$ cat src/rtl/pkt_pkg.sv
/*
 * Package for the panel key, encoder and tone unit: timing counts, widths,
 * key codes and the request/answer structs shared by the unit's files.
 * Assumes a single 100 MHz system clock.
 */
package pkt_pkg;

    localparam int unsigned CLK_HZ          = 100_000_000;
    localparam int unsigned TICK_MS         = 10;
    localparam int unsigned TICK_CYCLES     = CLK_HZ / 1000 * TICK_MS;
    localparam int unsigned MELODY_MS       = 30;
    localparam int unsigned MELODY_TICKS    = MELODY_MS / TICK_MS;
    localparam int unsigned TONE_PRESCALE   = 16;
    localparam int unsigned TONE_CNT_W      = 16;
    localparam int unsigned TICKS_PER_US    = CLK_HZ / 1_000_000 / TONE_PRESCALE;
    localparam int unsigned KEY_NUM         = 5;
    localparam int unsigned KEY_HIST_W      = 4;
    localparam logic [3:0]  KEY_PRESS_PAT   = 4'h8;
    localparam int unsigned KEY_FIFO_DEPTH  = 8;
    localparam int unsigned ENC_CNT_W       = 16;
    localparam int unsigned NOTE_W          = 8;
    localparam int unsigned SONG_AW         = 6;
    localparam logic [15:0] RST_ZERO16      = 16'h0000;

    typedef logic [2:0] pkt_key_code_t;

    typedef struct packed {
        logic          valid;
        pkt_key_code_t code;
    } pkt_key_ans_t;

    typedef struct packed {
        logic                  load;
        logic [SONG_AW-1:0]    addr;
        logic [NOTE_W-1:0]     note;
    } pkt_song_wr_t;

    typedef enum logic [1:0] {
        MEL_IDLE = 2'b00,
        MEL_READ = 2'b01,
        MEL_PLAY = 2'b10
    } pkt_mel_state_t;

endpackage

$ cat src/rtl/pkt_mem.sv
/*
 * Small synchronous memory for the melody note list.
 * Assumes one clock; read data come out of a register one cycle after addr.
 */
`timescale 1ns/1ns
module pkt_mem #(
    parameter int unsigned AW = 6,
    parameter int unsigned DW = 8
) (
    input  wire logic          clk,
    input  wire logic          we,
    input  wire logic [AW-1:0] waddr,
    input  wire logic [DW-1:0] wdata,
    input  wire logic [AW-1:0] raddr,
    output logic      [DW-1:0] rdata
);
    logic [DW-1:0] mem_ff [2**AW];

    always_ff @(posedge clk) begin
        if (we) begin
            mem_ff[waddr] <= wdata;
        end
    end

    always_ff @(posedge clk) begin
        rdata <= mem_ff[raddr];
    end
endmodule

$ cat src/rtl/pkt_unit.sv
/*
 * Panel key, rotary encoder and tone unit: debounced five-key FIFO, signed
 * encoder counter, 10 ms tick, tone divider and note sequencer.
 * Assumes pins are asynchronous and each passes two flip-flops first.
 */
// Functional notes
// - Four buttons and the encoder switch form five keys with own codes.
// - Each scan tick shifts every key pin level into its history.
// - A press is history high, low, low, low, oldest first.
// - Presses queue their code; key_pending shows a non-empty queue.
// - A pop returns the oldest code; an empty pop waits for a press.
// - With ENC_DIR clear, on channel A edges differing levels count up, equal down.
// - Channel B edges raise and clear a flag, never change the count.
// - Count can be peeked or taken and cleared in one access.
// - A down counter gives a tick every 10 ms driving background work.
// - Tone timer is clock divided by 16 into a 16-bit counter.
// - Tone period in microseconds becomes prescaled ticks; output toggles.
// - Zero period disconnects the tone output.
// - Sequencer plays a zero-terminated note list, stepping every 30 ms.
`timescale 1ns/1ns
module pkt_unit
    import pkt_pkg::*;
#(
    parameter int unsigned TICK_LEN = pkt_pkg::TICK_CYCLES,
    parameter bit          ENC_DIR  = 1'b0
) (
    input  wire logic                              clk,
    input  wire logic                              rstn,
    input  wire logic [pkt_pkg::KEY_NUM-1:0]       key_input_port,
    input  wire logic                              encoder_a_input,
    input  wire logic                              encoder_b_input,
    input  wire logic                              key_pop,
    output pkt_pkg::pkt_key_ans_t                  key_ans,
    output logic                                   key_pending,
    input  wire logic                              rotary_take,
    output logic signed [pkt_pkg::ENC_CNT_W-1:0]   rotary_count,
    output logic                                   enc_b_event,
    output logic                                   tick_event,
    input  wire logic                              tone_period_set,
    input  wire logic [15:0]                       tone_period_us,
    output logic                                   tone_out,
    output logic                                   tone_en,
    input  wire pkt_pkg::pkt_song_wr_t             song_wr,
    input  wire logic                              melody_begin,
    output logic                                   melody_busy
);
    import pkt_pkg::*;

    function automatic logic [15:0] us_to_ticks(input logic [15:0] us);
        logic [31:0] t;
        t = 32'(us) * 32'(TICKS_PER_US);
        us_to_ticks = (t > 32'h0000FFFF) ? 16'hFFFF : t[15:0];
    endfunction

    // Two-flop synchronisers
    logic [KEY_NUM+1:0] s1_ff, s2_ff;
    always_ff @(posedge clk) begin
        s1_ff <= {encoder_b_input, encoder_a_input, key_input_port};
        s2_ff <= s1_ff;
    end
    wire logic [KEY_NUM-1:0] keys = s2_ff[KEY_NUM-1:0];
    wire logic               enc_a = s2_ff[KEY_NUM];
    wire logic               enc_b = s2_ff[KEY_NUM+1];

    // 10 ms tick
    logic [31:0] tick_cnt_ff;
    always_ff @(posedge clk) begin
        if (!rstn) begin
            tick_cnt_ff <= 32'(TICK_LEN - 1);
            tick_event  <= 1'b0;
        end else if (tick_cnt_ff == 32'h0) begin
            tick_cnt_ff <= 32'(TICK_LEN - 1);
            tick_event  <= 1'b1;
        end else begin
            tick_cnt_ff <= tick_cnt_ff - 32'h1;
            tick_event  <= 1'b0;                // Flag cleared on the next cycle
        end
    end

    // Key history and press detect, bit 3 oldest
    logic [KEY_HIST_W-1:0] hist_ff [KEY_NUM];
    logic [KEY_NUM-1:0]    press_ff;
    always_ff @(posedge clk) begin
        for (int i = 0; i < KEY_NUM; i++) begin
            if (!rstn) begin
                hist_ff[i]  <= 4'h0;
                press_ff[i] <= 1'b0;
            end else if (tick_event) begin
                hist_ff[i]  <= {hist_ff[i][2:0], keys[i]};
                press_ff[i] <= ({hist_ff[i][2:0], keys[i]} == KEY_PRESS_PAT);
            end else begin
                press_ff[i] <= 1'b0;
            end
        end
    end

    // Key FIFO; presses of several keys on one tick queue one per cycle
    logic [KEY_NUM-1:0] pend_ff;
    logic [2:0]         wr_idx_ff, rd_idx_ff;
    logic [3:0]         fill_ff;
    logic               pop_wait_ff;
    logic [2:0]         key_q_ff [KEY_FIFO_DEPTH];
    logic               push;
    pkt_key_code_t      push_code;
    logic               do_pop;
    logic               do_push;

    always_comb begin
        push      = 1'b0;
        push_code = 3'h0;
        for (int i = KEY_NUM - 1; i >= 0; i--) begin
            if (pend_ff[i]) begin
                push      = 1'b1;
                push_code = 3'(i);              // Key code is the key index
            end
        end
    end

    assign do_pop = (key_pop || pop_wait_ff) && (fill_ff != 4'h0);
    // Full queue: the new code is dropped
    assign do_push = push && (fill_ff != 4'(KEY_FIFO_DEPTH));

    always_ff @(posedge clk) begin
        if (!rstn) begin
            pend_ff <= '0;
        end else begin
            pend_ff <= (pend_ff & ~(KEY_NUM'(push) << push_code)) | press_ff;
        end
    end

    always_ff @(posedge clk) begin
        if (do_push) begin
            key_q_ff[wr_idx_ff] <= push_code;
        end
    end

    always_ff @(posedge clk) begin
        if (!rstn) begin
            wr_idx_ff   <= 3'h0;
            rd_idx_ff   <= 3'h0;
            fill_ff     <= 4'h0;
            pop_wait_ff <= 1'b0;
            key_ans     <= '0;
            key_pending <= 1'b0;
        end else begin
            if (do_push) begin
                wr_idx_ff <= wr_idx_ff + 3'h1;
            end
            if (do_pop) begin
                rd_idx_ff <= rd_idx_ff + 3'h1;
            end
            fill_ff     <= fill_ff + 4'(do_push) - 4'(do_pop);
            key_pending <= (fill_ff + 4'(do_push) - 4'(do_pop)) != 4'h0;
            // An empty pop is held until a code arrives
            pop_wait_ff <= (key_pop || pop_wait_ff) && !do_pop;
            key_ans.valid <= do_pop;
            // Code holds between pops so a late reader still sees the last one
            if (do_pop) begin
                key_ans.code <= key_q_ff[rd_idx_ff];
            end
        end
    end

    // Rotary encoder
    logic enc_a_d_ff, enc_b_d_ff;
    always_ff @(posedge clk) begin
        if (!rstn) begin
            enc_a_d_ff   <= 1'b0;
            enc_b_d_ff   <= 1'b0;
            enc_b_event  <= 1'b0;
            rotary_count <= '0;
        end else begin
            enc_a_d_ff  <= enc_a;
            enc_b_d_ff  <= enc_b;
            enc_b_event <= enc_b ^ enc_b_d_ff;  // Pulse, self-clearing
            // A take on the same cycle as a step keeps the step
            if (enc_a ^ enc_a_d_ff) begin
                if ((enc_a != enc_b) ^ ENC_DIR) begin
                    rotary_count <= (rotary_take ? '0 : rotary_count) + 16'sd1;
                end else begin
                    rotary_count <= (rotary_take ? '0 : rotary_count) - 16'sd1;
                end
            end else if (rotary_take) begin
                rotary_count <= '0;             // Read-and-clear; peek is the port
            end
        end
    end

    // Tone generator
    logic [3:0]  pre_ff;
    logic [15:0] tone_cnt_ff, tone_ticks_ff;
    logic        mel_set;
    logic [15:0] mel_period;
    always_ff @(posedge clk) begin
        if (!rstn) begin
            pre_ff        <= 4'h0;
            tone_cnt_ff   <= RST_ZERO16;
            tone_ticks_ff <= RST_ZERO16;
            tone_en       <= 1'b0;
            tone_out      <= 1'b0;
        end else begin
            pre_ff <= pre_ff + 4'h1;            // Divide by 16
            if (tone_period_set || mel_set) begin
                tone_ticks_ff <= us_to_ticks(mel_set ? mel_period : tone_period_us);
                tone_en       <= (mel_set ? mel_period : tone_period_us) != 16'h0;
                tone_cnt_ff   <= RST_ZERO16;
                tone_out      <= 1'b0;
            end else if (!tone_en) begin
                tone_out <= 1'b0;               // Pin detached from compare
            end else if (pre_ff == 4'hF) begin
                if (tone_cnt_ff + 16'h1 >= tone_ticks_ff) begin
                    tone_cnt_ff <= RST_ZERO16;
                    tone_out    <= ~tone_out;   // Compare fires each interval
                end else begin
                    tone_cnt_ff <= tone_cnt_ff + 16'h1;
                end
            end
        end
    end

    // Note sequencer; note: [7:4] pitch index, [3:0] duration in 30 ms steps
    logic [SONG_AW-1:0] mel_addr_ff;
    logic [SONG_AW-1:0] nxt_mel_addr;
    logic [NOTE_W-1:0]  note_rd;
    logic [3:0]         dur_ff;
    logic [1:0]         sub_ff;
    pkt_mel_state_t     mel_st_ff;

    pkt_mem #(.AW(SONG_AW), .DW(NOTE_W)) u_song (
        .clk   (clk),
        .we    (song_wr.load),
        .waddr (song_wr.addr),
        .wdata (song_wr.note),
        .raddr (nxt_mel_addr),
        .rdata (note_rd)
    );

    // Pitch index to period in microseconds; zero is a rest
    assign mel_period = (note_rd[7:4] == 4'h0) ? 16'h0 : 16'(16'h1000 >> note_rd[7:5]) +
                        16'(note_rd[4] ? 16'h0100 : 16'h0000);
    assign mel_set    = (mel_st_ff == MEL_READ) && (note_rd != 8'h00);
    // Read data lag the address by a cycle, so the address leads the state by one step
    assign nxt_mel_addr = (mel_st_ff == MEL_IDLE && melody_begin) ? '0 :
                          (mel_st_ff == MEL_PLAY && tick_event && dur_ff <= 4'h1 &&
                           sub_ff == 2'(MELODY_TICKS - 1)) ? mel_addr_ff + SONG_AW'(1) :
                          mel_addr_ff;

    always_ff @(posedge clk) begin
        if (!rstn) begin
            mel_st_ff   <= MEL_IDLE;
            mel_addr_ff <= '0;
            dur_ff      <= 4'h0;
            sub_ff      <= 2'h0;
            melody_busy <= 1'b0;
        end else begin
            case (mel_st_ff)
                MEL_IDLE: begin
                    if (melody_begin) begin
                        mel_addr_ff <= '0;
                        mel_st_ff   <= MEL_READ;
                        melody_busy <= 1'b1;
                    end
                end
                MEL_READ: begin
                    if (note_rd == 8'h00) begin   // Terminator ends the list
                        mel_st_ff   <= MEL_IDLE;
                        melody_busy <= 1'b0;
                    end else begin
                        dur_ff    <= note_rd[3:0];
                        sub_ff    <= 2'h0;
                        mel_st_ff <= MEL_PLAY;
                    end
                end
                MEL_PLAY: begin
                    if (tick_event) begin
                        if (sub_ff == 2'(MELODY_TICKS - 1)) begin   // 30 ms step
                            sub_ff <= 2'h0;
                            if (dur_ff <= 4'h1) begin
                                mel_addr_ff <= nxt_mel_addr;
                                mel_st_ff   <= MEL_READ;
                            end else begin
                                dur_ff <= dur_ff - 4'h1;
                            end
                        end else begin
                            sub_ff <= sub_ff + 2'h1;
                        end
                    end
                end
                default: mel_st_ff <= MEL_IDLE;
            endcase
        end
    end
endmodule

$ cat config.mk
export PLATFORM = sky130hd
export DESIGN_NAME = pkt_unit
export DESIGN_NICKNAME = d
export VERILOG_FILES = /design/src/rtl/pkt_pkg.sv /design/src/rtl/pkt_mem.sv /design/src/rtl/pkt_unit.sv
export SDC_FILE = /design/constraint.sdc
export NUM_CORES = 1
export LEC_CHECK = 0
export ABC_AREA = 0
export BUFFER_PORTS_ARGS = -buffer_cell sky130_fd_sc_hd__buf_2
export CORE_MARGIN = 2
export CORE_UTILIZATION = 60
export CTS_CLUSTER_SIZE = 30
export DETAILED_ROUTE_END_ITERATION = 10
export PLACE_DENSITY = 0.8
export SLEW_MARGIN = 20
export SYNTH_ARGS = -nofsm -noshare
export SYNTH_HDL_FRONTEND = slang
export SYNTH_SLANG_ARGS = --single-unit
$ cat constraint.sdc
create_clock -name clk -period 5.2 [get_ports clk]
set_input_delay 0.78 -clock clk [delete_from_list [all_inputs] [get_ports clk]]
set_output_delay 0.78 -clock clk [all_outputs]
set_load 0.02 [all_outputs]
**Word-level counts from Yosys, hierarchy flattened**

Memory sizes are Yosys's and may differ from the RTL's. A register that Yosys moved wholly into a read port is not among the register bits.
Index checks and enable logic that the tools add are counted.

- $lt $le $gt $ge: 3
- Add/subtract/negate cells: 13
- Equality and inequality tests: 18
- Bitwise gates (word level): 13
- Reduce and logical (&&, ||, !) cells: 34
- Shift operators: 2
- Multiplexer cells: 57
- Multipliers: 1

Operators with widths:

| kind | number |
|---|---|
| $mux 16 | 7 |
| $mux 4 | 9 |
| $mux 6 | 6 |
| $add 16x1->16 const B | 2 |
| $logic_not 32->1 | 1 |
| $sub 32x1->32 const B | 1 |
| $eq 4x4->1 const B | 6 |
| $gt 19x16->1 const B | 1 |
| $mul 16x2->18 const B | 1 |
| $add 16x9->16 | 1 |
| $ge 16x16->1 | 1 |
| $mux 1 | 16 |
| $mux 2 | 8 |
| $reduce_bool 16->1 | 1 |
| $shr 13x3->16 const A | 1 |
| $sub 16x1->16 const B | 1 |
| $mux 3 | 5 |
| $pmux 6 s2 | 1 |
| $reduce_and 5->1 | 2 |
| $mux 9 | 1 |
| $logic_and 1x1->1 | 8 |
| $logic_not 8->1 | 1 |
| $ne 2x2->1 const B | 4 |
| $pmux 4 s2 | 1 |
| 35 further kinds | 55 |

- Bits of input ports: 44
- Memories: 3
- Register bits after elaboration: 142
- RAM bits: 556

Memories:

| memory | words | bits a word | read ports | clocked after memory_dff | wr ports | RTL line | RTL |
|---|---|---|---|---|---|---|---|
| u_song.mem_ff | 64 | 8 | 1 | 1 | 1 | pkt_mem.sv:17 | `logic [DW-1:0] mem_ff [2**AW];` |
| key_q_ff | 8 | 3 | 1 | 1 | 1 | pkt_unit.sv:102 | `logic [2:0] key_q_ff [KEY_FIFO_DEPTH];` |
| hist_ff | 5 | 4 | 5 | 0 | 5 | pkt_unit.sv:81 | `logic [KEY_HIST_W-1:0] hist_ff [KEY_NUM];` |

**Logic depth before layout (Yosys ltp)**

Gate-level depths: netlist of run 1.

- Depth after elaboration: 10
- Mapped depth: 20

**By module**

Synthesis of run 1 repeated with hierarchy kept, for this count alone.

- Cell total of the unflattened synthesis: 1981
- Area total of the unflattened synthesis: 29779.8 um^2

Modules (own cells, without submodules):

| module | area an instance (um^2) | cells an instance | times used |
|---|---|---|---|
| pkt_mem | 20166.8 | 940 | 1 |
| pkt_unit | 9613.0 | 1041 | 1 |

**Least setup slack after synthesis of run 1**

OpenSTA, ideal clock, no wires.

- Path type: register to register
- Start point: reg u_song.rdata[5], read port of u_song.mem_ff
- End point: reg tone_ticks_ff[10]
- Data arrival time: 3938 ps
- Setup time: 59 ps
- Setup slack: 1204 ps
- Clock period less this slack: 3996 ps
- Buffers on the path: 4
- Stages on the path, launching flop included: 20
- Data required time: 5141 ps
- Cells stage by stage: dfxtp_1 -> clkbuf_1 -> nor3_1 -> nand2_1 -> o21ai_1 -> clkbuf_1 -> clkbuf_1 -> nand2_1 -> inv_1 -> ha_1 -> a211oi_1 -> o21a_1 -> o211ai_1 -> a31oi_1 -> o21ai_0 -> a2111oi_0 -> a41oi_1 -> nand3_1 -> buf_4 -> o221a_2

- Longest elaborated chain between the ends: 7

RTL lines:

| element | RTL line | RTL |
|---|---|---|
| from (decl) | pkt_mem.sv:15 | `output logic [DW-1:0] rdata` |
| $shr 13x3->16 | pkt_unit.sv:239 | `assign mel_period = (note_rd[7:4] == 4'h0) ? 16'h0 : 16'(16'h1000 >> note_rd[7:5]) +` |
| $add 16x9->16 | pkt_unit.sv:239 |  |
| $mux 16 | pkt_unit.sv:239 |  |
| $mux 16 | pkt_unit.sv:204 | `tone_ticks_ff <= us_to_ticks(mel_set ? mel_period : tone_period_us);` |
| $mul 16x2->18 | pkt_unit.sv:51 | `t = 32'(us) * 32'(TICKS_PER_US);` |
| $gt 19x16->1 | pkt_unit.sv:52 | `us_to_ticks = (t > 32'h0000FFFF) ? 16'hFFFF : t[15:0];` |
| $mux 16 | pkt_unit.sv:52 |  |
| to (signal assigned) | pkt_unit.sv:204 |  |
| to (decl) | pkt_unit.sv:191 | `logic [15:0] tone_cnt_ff, tone_ticks_ff;` |

Parallel ways exist; a longest one is shown, timed or not.
A chain may end at the register's enable or synchronous reset.

**Final worst setup path of run 1**

- Start point: reg u_song.rdata[0], read port of u_song.mem_ff
- End point: reg tone_ticks_ff[4]

- Longest elaborated chain between the ends: 6

RTL lines:

| element | RTL line | RTL |
|---|---|---|
| $reduce_bool 8->1 * | pkt_unit.sv:241 | `assign mel_set = (mel_st_ff == MEL_READ) && (note_rd != 8'h00);` |
| $logic_and 1x1->1 * | pkt_unit.sv:241 |  |
| $mux 16 | pkt_unit.sv:204 |  |
| $mul 16x2->18 | pkt_unit.sv:51 |  |
| $gt 19x16->1 | pkt_unit.sv:52 |  |
| $mux 16 | pkt_unit.sv:52 |  |

Mark *: on every way between the ends. The rest lies on a longest branch, timed or not.

==> results.ini, run 1 <==
[run_status]
status=finished clean

[routing]
vias=21000
initialDrtViolationCount=2302
dr.pass1.iters=6
antenna_left=0
wirelength_mm=71.3
drc=0
post_drt_via_cell_ratio=6.19
wl_per_cell_um=21.1

[timing]
finalCriticalPeriod_ns=4.54
worst_pin_slew_ns=1.01
fin_crit_sh_pct=87.3
fmax_mhz=220
relSlewSlack_pct=31.5
rsz0062_at_grt=no
slew_violations=0
hold_viol_final=0
fin_skew_ns=0.0160
setup_violations=0
tns_ns=0

[clock_tree]
cts_root_buffer=clkbuf_16
clkTransAtPathRegs_ns=0.06
cts_hold_buf=0
numCtsBuffers=71
cts_buffer_depth=3
clk_latency_ns=0.61
cts_setup_buffers=0
ctsResizeCount=0
cts_tree=yes
cts.sinks=704
ctsHtreeMaxLevel=3

[finish]
antennaDiodeCount=0
syn_to_final_growth_pct=10.5
final_net_count=2765
final_cells=3382
drive_gt1_share_pct=10.5

[floorplanning]
initial_utilization_pct=60.4
row_count=83
die_x_um=231
fp.dieH_um=231
core_area_sq_um=51000
io-pin-count=70
dieArea_sq_um=53200

[critical_path]
required_ns=5.75
crit_path_end_kind=flop
start_kind=flop
reg2reg_from=u_song.rdata[0]$_DFF_P_
rrSetupSlack_ns=0.66
worstPathMaxFanout=16
critical_path_class=flop to flop
crit_arrival_ns=5.09
reg2reg_to=tone_ticks_ff[4]$_SDFFE_PN0P_
ff2ff_path_depth=15

[grt]
grt_first_pass_wirelength_mm=111
grt-ovfl-total=0
grt_max_degree=99
track_usage_pct=26.7
grt_pass1_vias=20600
antenna_found_initial=0

[hold_path]
min_path_type=primary input to flop
hold_start=key_input_port[2]
min_delay_path_depth=1
whs_endpoint=s1_ff[2]$_DFF_P_

[synth]
synth_cells=2600
netlist_area_sq_um=30800
yosys.cell_types.count=87
synth_top_flop_cell=edfxtp_1
syn_nets=2719
yosysSeqAreaShare_pct=63.7
async_flop_share_pct=0
synth_edf_count=551
synth.ff_latch_count=704
yosysWarnings=0
syn_area_per_cell_sq_um=11.8

[power_and_ir_drop]
finalPower_uw=12200
irDropWorstVdd_mv=0.311
power_density_nw_per_um2=358
total_leakage_power_uw=0.0124

[placement]
gp_congestion=0.912
io_buffers=69
dp_cells=3253
dp_hpwl_mm=44.0

[job]
cap_violations=0

-- area by class of cell --
class | count | area (sq um)
Inverter | 72 | 270
Tap cell | 680 | 851
Clock buffer | 90 | 1920
Timing Repair Buffer | 104 | 661
Clock inverter | 39 | 394
Fill cell | 3586 | 17000
Multi-Input combinational cell | 1693 | 10300
Sequential cell | 704 | 19600
-- flip-flops by register name, summed over array words and instances, names as in the netlist, 2 cells and up --
| register | flops |
|---|---|
| u_song.mem_ff | 512 |
| tick_cnt_ff | 32 |
| key_q_ff | 24 |
| rotary_count | 16 |
| tone_cnt_ff | 16 |
| tone_ticks_ff | 16 |
| hist_ff | 15 |
| u_song.rdata | 8 |
| s1_ff | 7 |
| s2_ff | 7 |
| mel_addr_ff | 6 |
| pend_ff | 5 |
| press_ff | 5 |
| dur_ff | 4 |
| fill_ff | 4 |
| key_ans | 4 |
| pre_ff | 4 |
| rd_idx_ff | 3 |
| wr_idx_ff | 3 |
| mel_st_ff | 2 |
| sub_ff | 2 |
-- per-stage QoR --
step           cell area, sq um  hold slack, ns  worst slack, ns  util (%)
6_report                  34000           0.266            0.661      66.8
5_1_grt                   34000           0.243            0.358      66.8
4_1_cts                   34000           0.235            0.704      66.7
3_5_place_dp              31700           0.312            0.643      62.2
3_3_place_gp              31700           0.315            0.703      62.2
2_1_floorplan             30800           0.310             1.20         -
-- worst max-delay path: stages, from the launching register on --
cell,delay [ns]
dfxtp_1,0.31
nor4_1,0.45
nand2_1,0.19
o21ai_1,0.39
buf_4,0.28
a22o_1,0.22
ha_1,0.32
a21o_1,0.24
a21oi_1,0.19
o211ai_1,0.13
a31oi_1,0.27
o21ai_0,0.20
a2111oi_0,0.44
a41oi_1,0.11
nand3_1,0.43
o221a_2,0.30
-- worst max path at each step --
stage	start	to	slack [ns]
2_1_floorplan	u_song.rdata[5]$_DFF_P_	tone_ticks_ff[10]$_SDFFE_PN0P_	1.20
3_3_place_gp	melody_begin	u_song.rdata[0]$_DFF_P_	0.70
3_5_place_dp	melody_begin	u_song.rdata[0]$_DFF_P_	0.64
4_1_cts	u_song.rdata[0]$_DFF_P_	tone_ticks_ff[4]$_SDFFE_PN0P_	0.70
5_1_grt	u_song.rdata[0]$_DFF_P_	tone_ticks_ff[4]$_SDFFE_PN0P_	0.36
6_report	u_song.rdata[0]$_DFF_P_	tone_ticks_ff[4]$_SDFFE_PN0P_	0.66
-- synth_stat cells (all sizes together), types with 6 or more instances --
library cell	number	area, sq um
mux2i	60	617
edfxtp	551	16500
or2	7	46.3
a221oi	8	70.1
inv	72	270
o211a	9	90.1
mux4	6	135
or3	9	56.3
nand3	107	536
dfxtp	153	3060
and2	15	96.3
buf	61	403
nor4	27	224
o21ai	85	425
a22oi	10	80.1
nor2	178	678
a31oi	38	238
nand4	26	163
ha	72	901
o221a	14	158
nor3	36	226
and3	50	313
nand2b	32	203
nand3b	9	80.1
xnor2	44	385
o22ai	18	113
a21boi	16	120
clkbuf	70	263
nor2b	26	163
a32oi	48	420
a211oi	16	130
nand2	461	1730
a21o	17	128
o21a	9	67.6
o31ai	7	52.6
a21oi	131	656
xor2	30	263
a22o	19	166
-- kinds of logic after synthesis --
logic type,after synthesis,share of synthesized area (%)
AO/OA/AOI/OAI,476,10.4
buffers and inverters,203,3.04
AND/OR/NAND/NOR,1000,15.1
XOR/XNOR,74,2.10
adder cells (fa/ha/maj),75,3.12
multiplexers,68,2.53
flip-flops,704,63.7
-- per-layer routing --
layer	up-vias	wire length, um	global-route usage [%]
li1	9633	-	-
met3	194	6300	4.97
met5	-	0	0
met2	1079	34200	43.3
met1	10000	27900	35.2
met4	0	2970	12.4
-- cell usage in the layout (no fill, tap or decap), drive strengths merged, types with 38 or more instances in the layout --
cell	n
a21oi	131
a31oi	38
a32oi	48
and3	50
buf	104
clkbuf	90
dfxtp	153
edfxtp	551
ha	72
inv	77
mux2i	60
nand2	461
nand3	107
nor2	178
o21ai	85
xnor2	44
-- power breakdown --
part / leakage (uW) / internal (uW) / switching (uW) / total (uW)
logic: 0.00507 / 333 / 524 / 857
clock network: 0.00113 / 2900 / 2160 / 5060
registers: 0.00623 / 6170 / 82.5 / 6260
Power figures use the tool's default switching activity.
==> run 2, diff against run 1 <==
Settings changed: CORE_MARGIN 2 to default, CORE_UTILIZATION 60 to 40, PLACE_DENSITY 0.8 to 0.58.
==> results.ini, run 2 (synthesized netlist as in run 1, its figures left out) <==
[power_and_ir_drop]
power_density_nw_per_um2=360
pwr-share-clk_pct=42.8
switchingPower_uw=2810
irDropWorstVdd_mv=0.240
p_seq_share_pct=50.2
internal_power_uw=9660
netSwitchingFraction_pct=22.5
comb_power_share_pct=7.0
total_leakage_power_uw=0.0125

[finish]
largest_register_ffs=512
final_common_cell=edfxtp_1
postLayoutCellArea_sq_um=34600
largest-register=u_song.mem_ff
final_cells=3744
final_net_count=2773
mostFrequentLayoutCells=edfxtp_1, nand2_1, nor2_1
syn_to_final_growth_pct=12.4
drive_gt1_share_pct=10.5
top_regs=u_song.mem_ff (512), tick_cnt_ff (32), key_q_ff (24)
antennaDiodeCount=0

[clock_tree]
cts_root_buffer=clkbuf_16
clk_latency_ns=0.62
cts_tree=yes
cts_hold_buf=0
cts.sinks=704
cts_setup_buffers=0
cts_buffer_depth=3
ctsHtreeMaxLevel=3
clkTransAtPathRegs_ns=0.06
ctsResizeCount=0
numCtsBuffers=76

[routing]
vias=20600
initialDrtViolationCount=1529
dr.pass1.iters=5
post_drt_via_cell_ratio=5.50
wl_per_cell_um=20.5
drc=0
antenna_left=0
wirelength_mm=76.7

[timing]
fin_crit_sh_pct=86.4
relSlewSlack_pct=29.0
setup_violations=0
hold_viol_final=0
finalCriticalPeriod_ns=4.49
fmax_mhz=223
worst_pin_slew_ns=1.06
rsz0062_at_grt=no
setup_slack_ns=0.707
tns_ns=0
slew_violations=0
fin_skew_ns=0.0267

[job]
cap_violations=0

[grt]
grt_first_pass_wirelength_mm=119
grt-ovfl-total=0
track_usage_pct=19.6
grt_max_degree=100
grt_pass1_vias=20700
antenna_found_initial=1

[placement]
placed_area_sq_um=32200
gp_congestion=0.854
dp_hpwl_mm=48.6
io_buffers=69
dp_slack_ns=0.693
dp_cells=3606

[critical_path]
critical_path_class=flop to flop
crit_arrival_ns=4.98
start_kind=flop
ff2ff_path_depth=16
worstPathMaxFanout=16
crit_path_end_kind=flop
required_ns=5.69

[floorplanning]
row_count=101
dieArea_sq_um=78100
fp.dieH_um=279
die_x_um=279
initial_utilization_pct=40.5
core_area_sq_um=76100
io-pin-count=70

[run_status]
status=finished clean

[hold_path]
min_delay_path_depth=1
min_path_type=primary input to flop

==> run 2: cell types whose count changed in the layout (fill, tap and decap cells not counted), moves of 2 or more <==
cell        change
nor3_1          +2
buf_4           +3
clkbuf_1        +7
nor3_2          -2
inv_6           -3
clkbuf_8        +3
clkinvlp_4      -4
clkbuf_16       +5
clkinv_1        +2
clkinv_8        +2
clkinv_2        -3
==> run 2: cell type report <==
| class | count | area (sq um) |
|---|---|---|
| flip-flops and latches | 704 | 19600 |
| clock inverters | 33 | 347 |
| repair buffers | 107 | 683 |
| inverters | 72 | 270 |
| multi-input cells | 1693 | 10300 |
| well taps | 1030 | 1290 |
| clock buffers | 105 | 2110 |
| fillers | 6921 | 41400 |
==> run 2: worst max-delay path, cell delays in order (launching register included) <==
cell and delay [ns]:
dfxtp_1 0.46, nor2b_1 0.42, o21ai_1 0.27, buf_4 0.26, nand2_1 0.11, inv_1 0.09
ha_1 0.25, fa_1 0.41, a21oi_1 0.20, o211ai_1 0.18, a21oi_1 0.25, a21oi_1 0.17
nor2_1 0.11, nor2_1 0.05, o31ai_1 0.27, nand3_1 0.47, o221a_2 0.41
==> run 2: worst paths after layout <==
kind / startpoint / slack, ns / to
min reg2reg: s1_ff[0]$_DFF_P_ / 0.32 / s2_ff[0]$_DFF_P_
min: key_input_port[2] / 0.28 / s1_ff[2]$_DFF_P_
max reg2reg: mel_st_ff[0]$_SDFFE_PN0P_ / 0.71 / tone_ticks_ff[1]$_SDFFE_PN0P_
max: mel_st_ff[0]$_SDFFE_PN0P_ / 0.71 / tone_ticks_ff[1]$_SDFFE_PN0P_
==> run 2: power groups by stage <==
stage	sequential (uW)	combinational (uW)	clock, uW
finish	6260	868	5340
global route	6270	966	5650
CTS	6260	873	5440
detailed placement	6380	870	0
global placement	6370	836	0
floorplan	6380	573	0
==> run 2: through the flow <==
stage	total power (uW)	hold slack, ns	utilization (%)
global route	12900	0.245	45.5
finish	12500	0.276	45.5
global placement	7210	0.316	42.3
detailed placement	7250	0.312	42.3
floorplan	6950	0.310	-
CTS	12600	0.234	45.5
==> run 2: per-layer routing <==
layer | wire length [um] | GRT usage [%] | vias to the layer above
li1 | - | - | 9660
met1 | 32800 | 25.4 | 10200
met2 | 37100 | 33.3 | 641
met3 | 4490 | 3.46 | 136
met4 | 2270 | 6.63 | 2
met5 | 13 | 0 | -
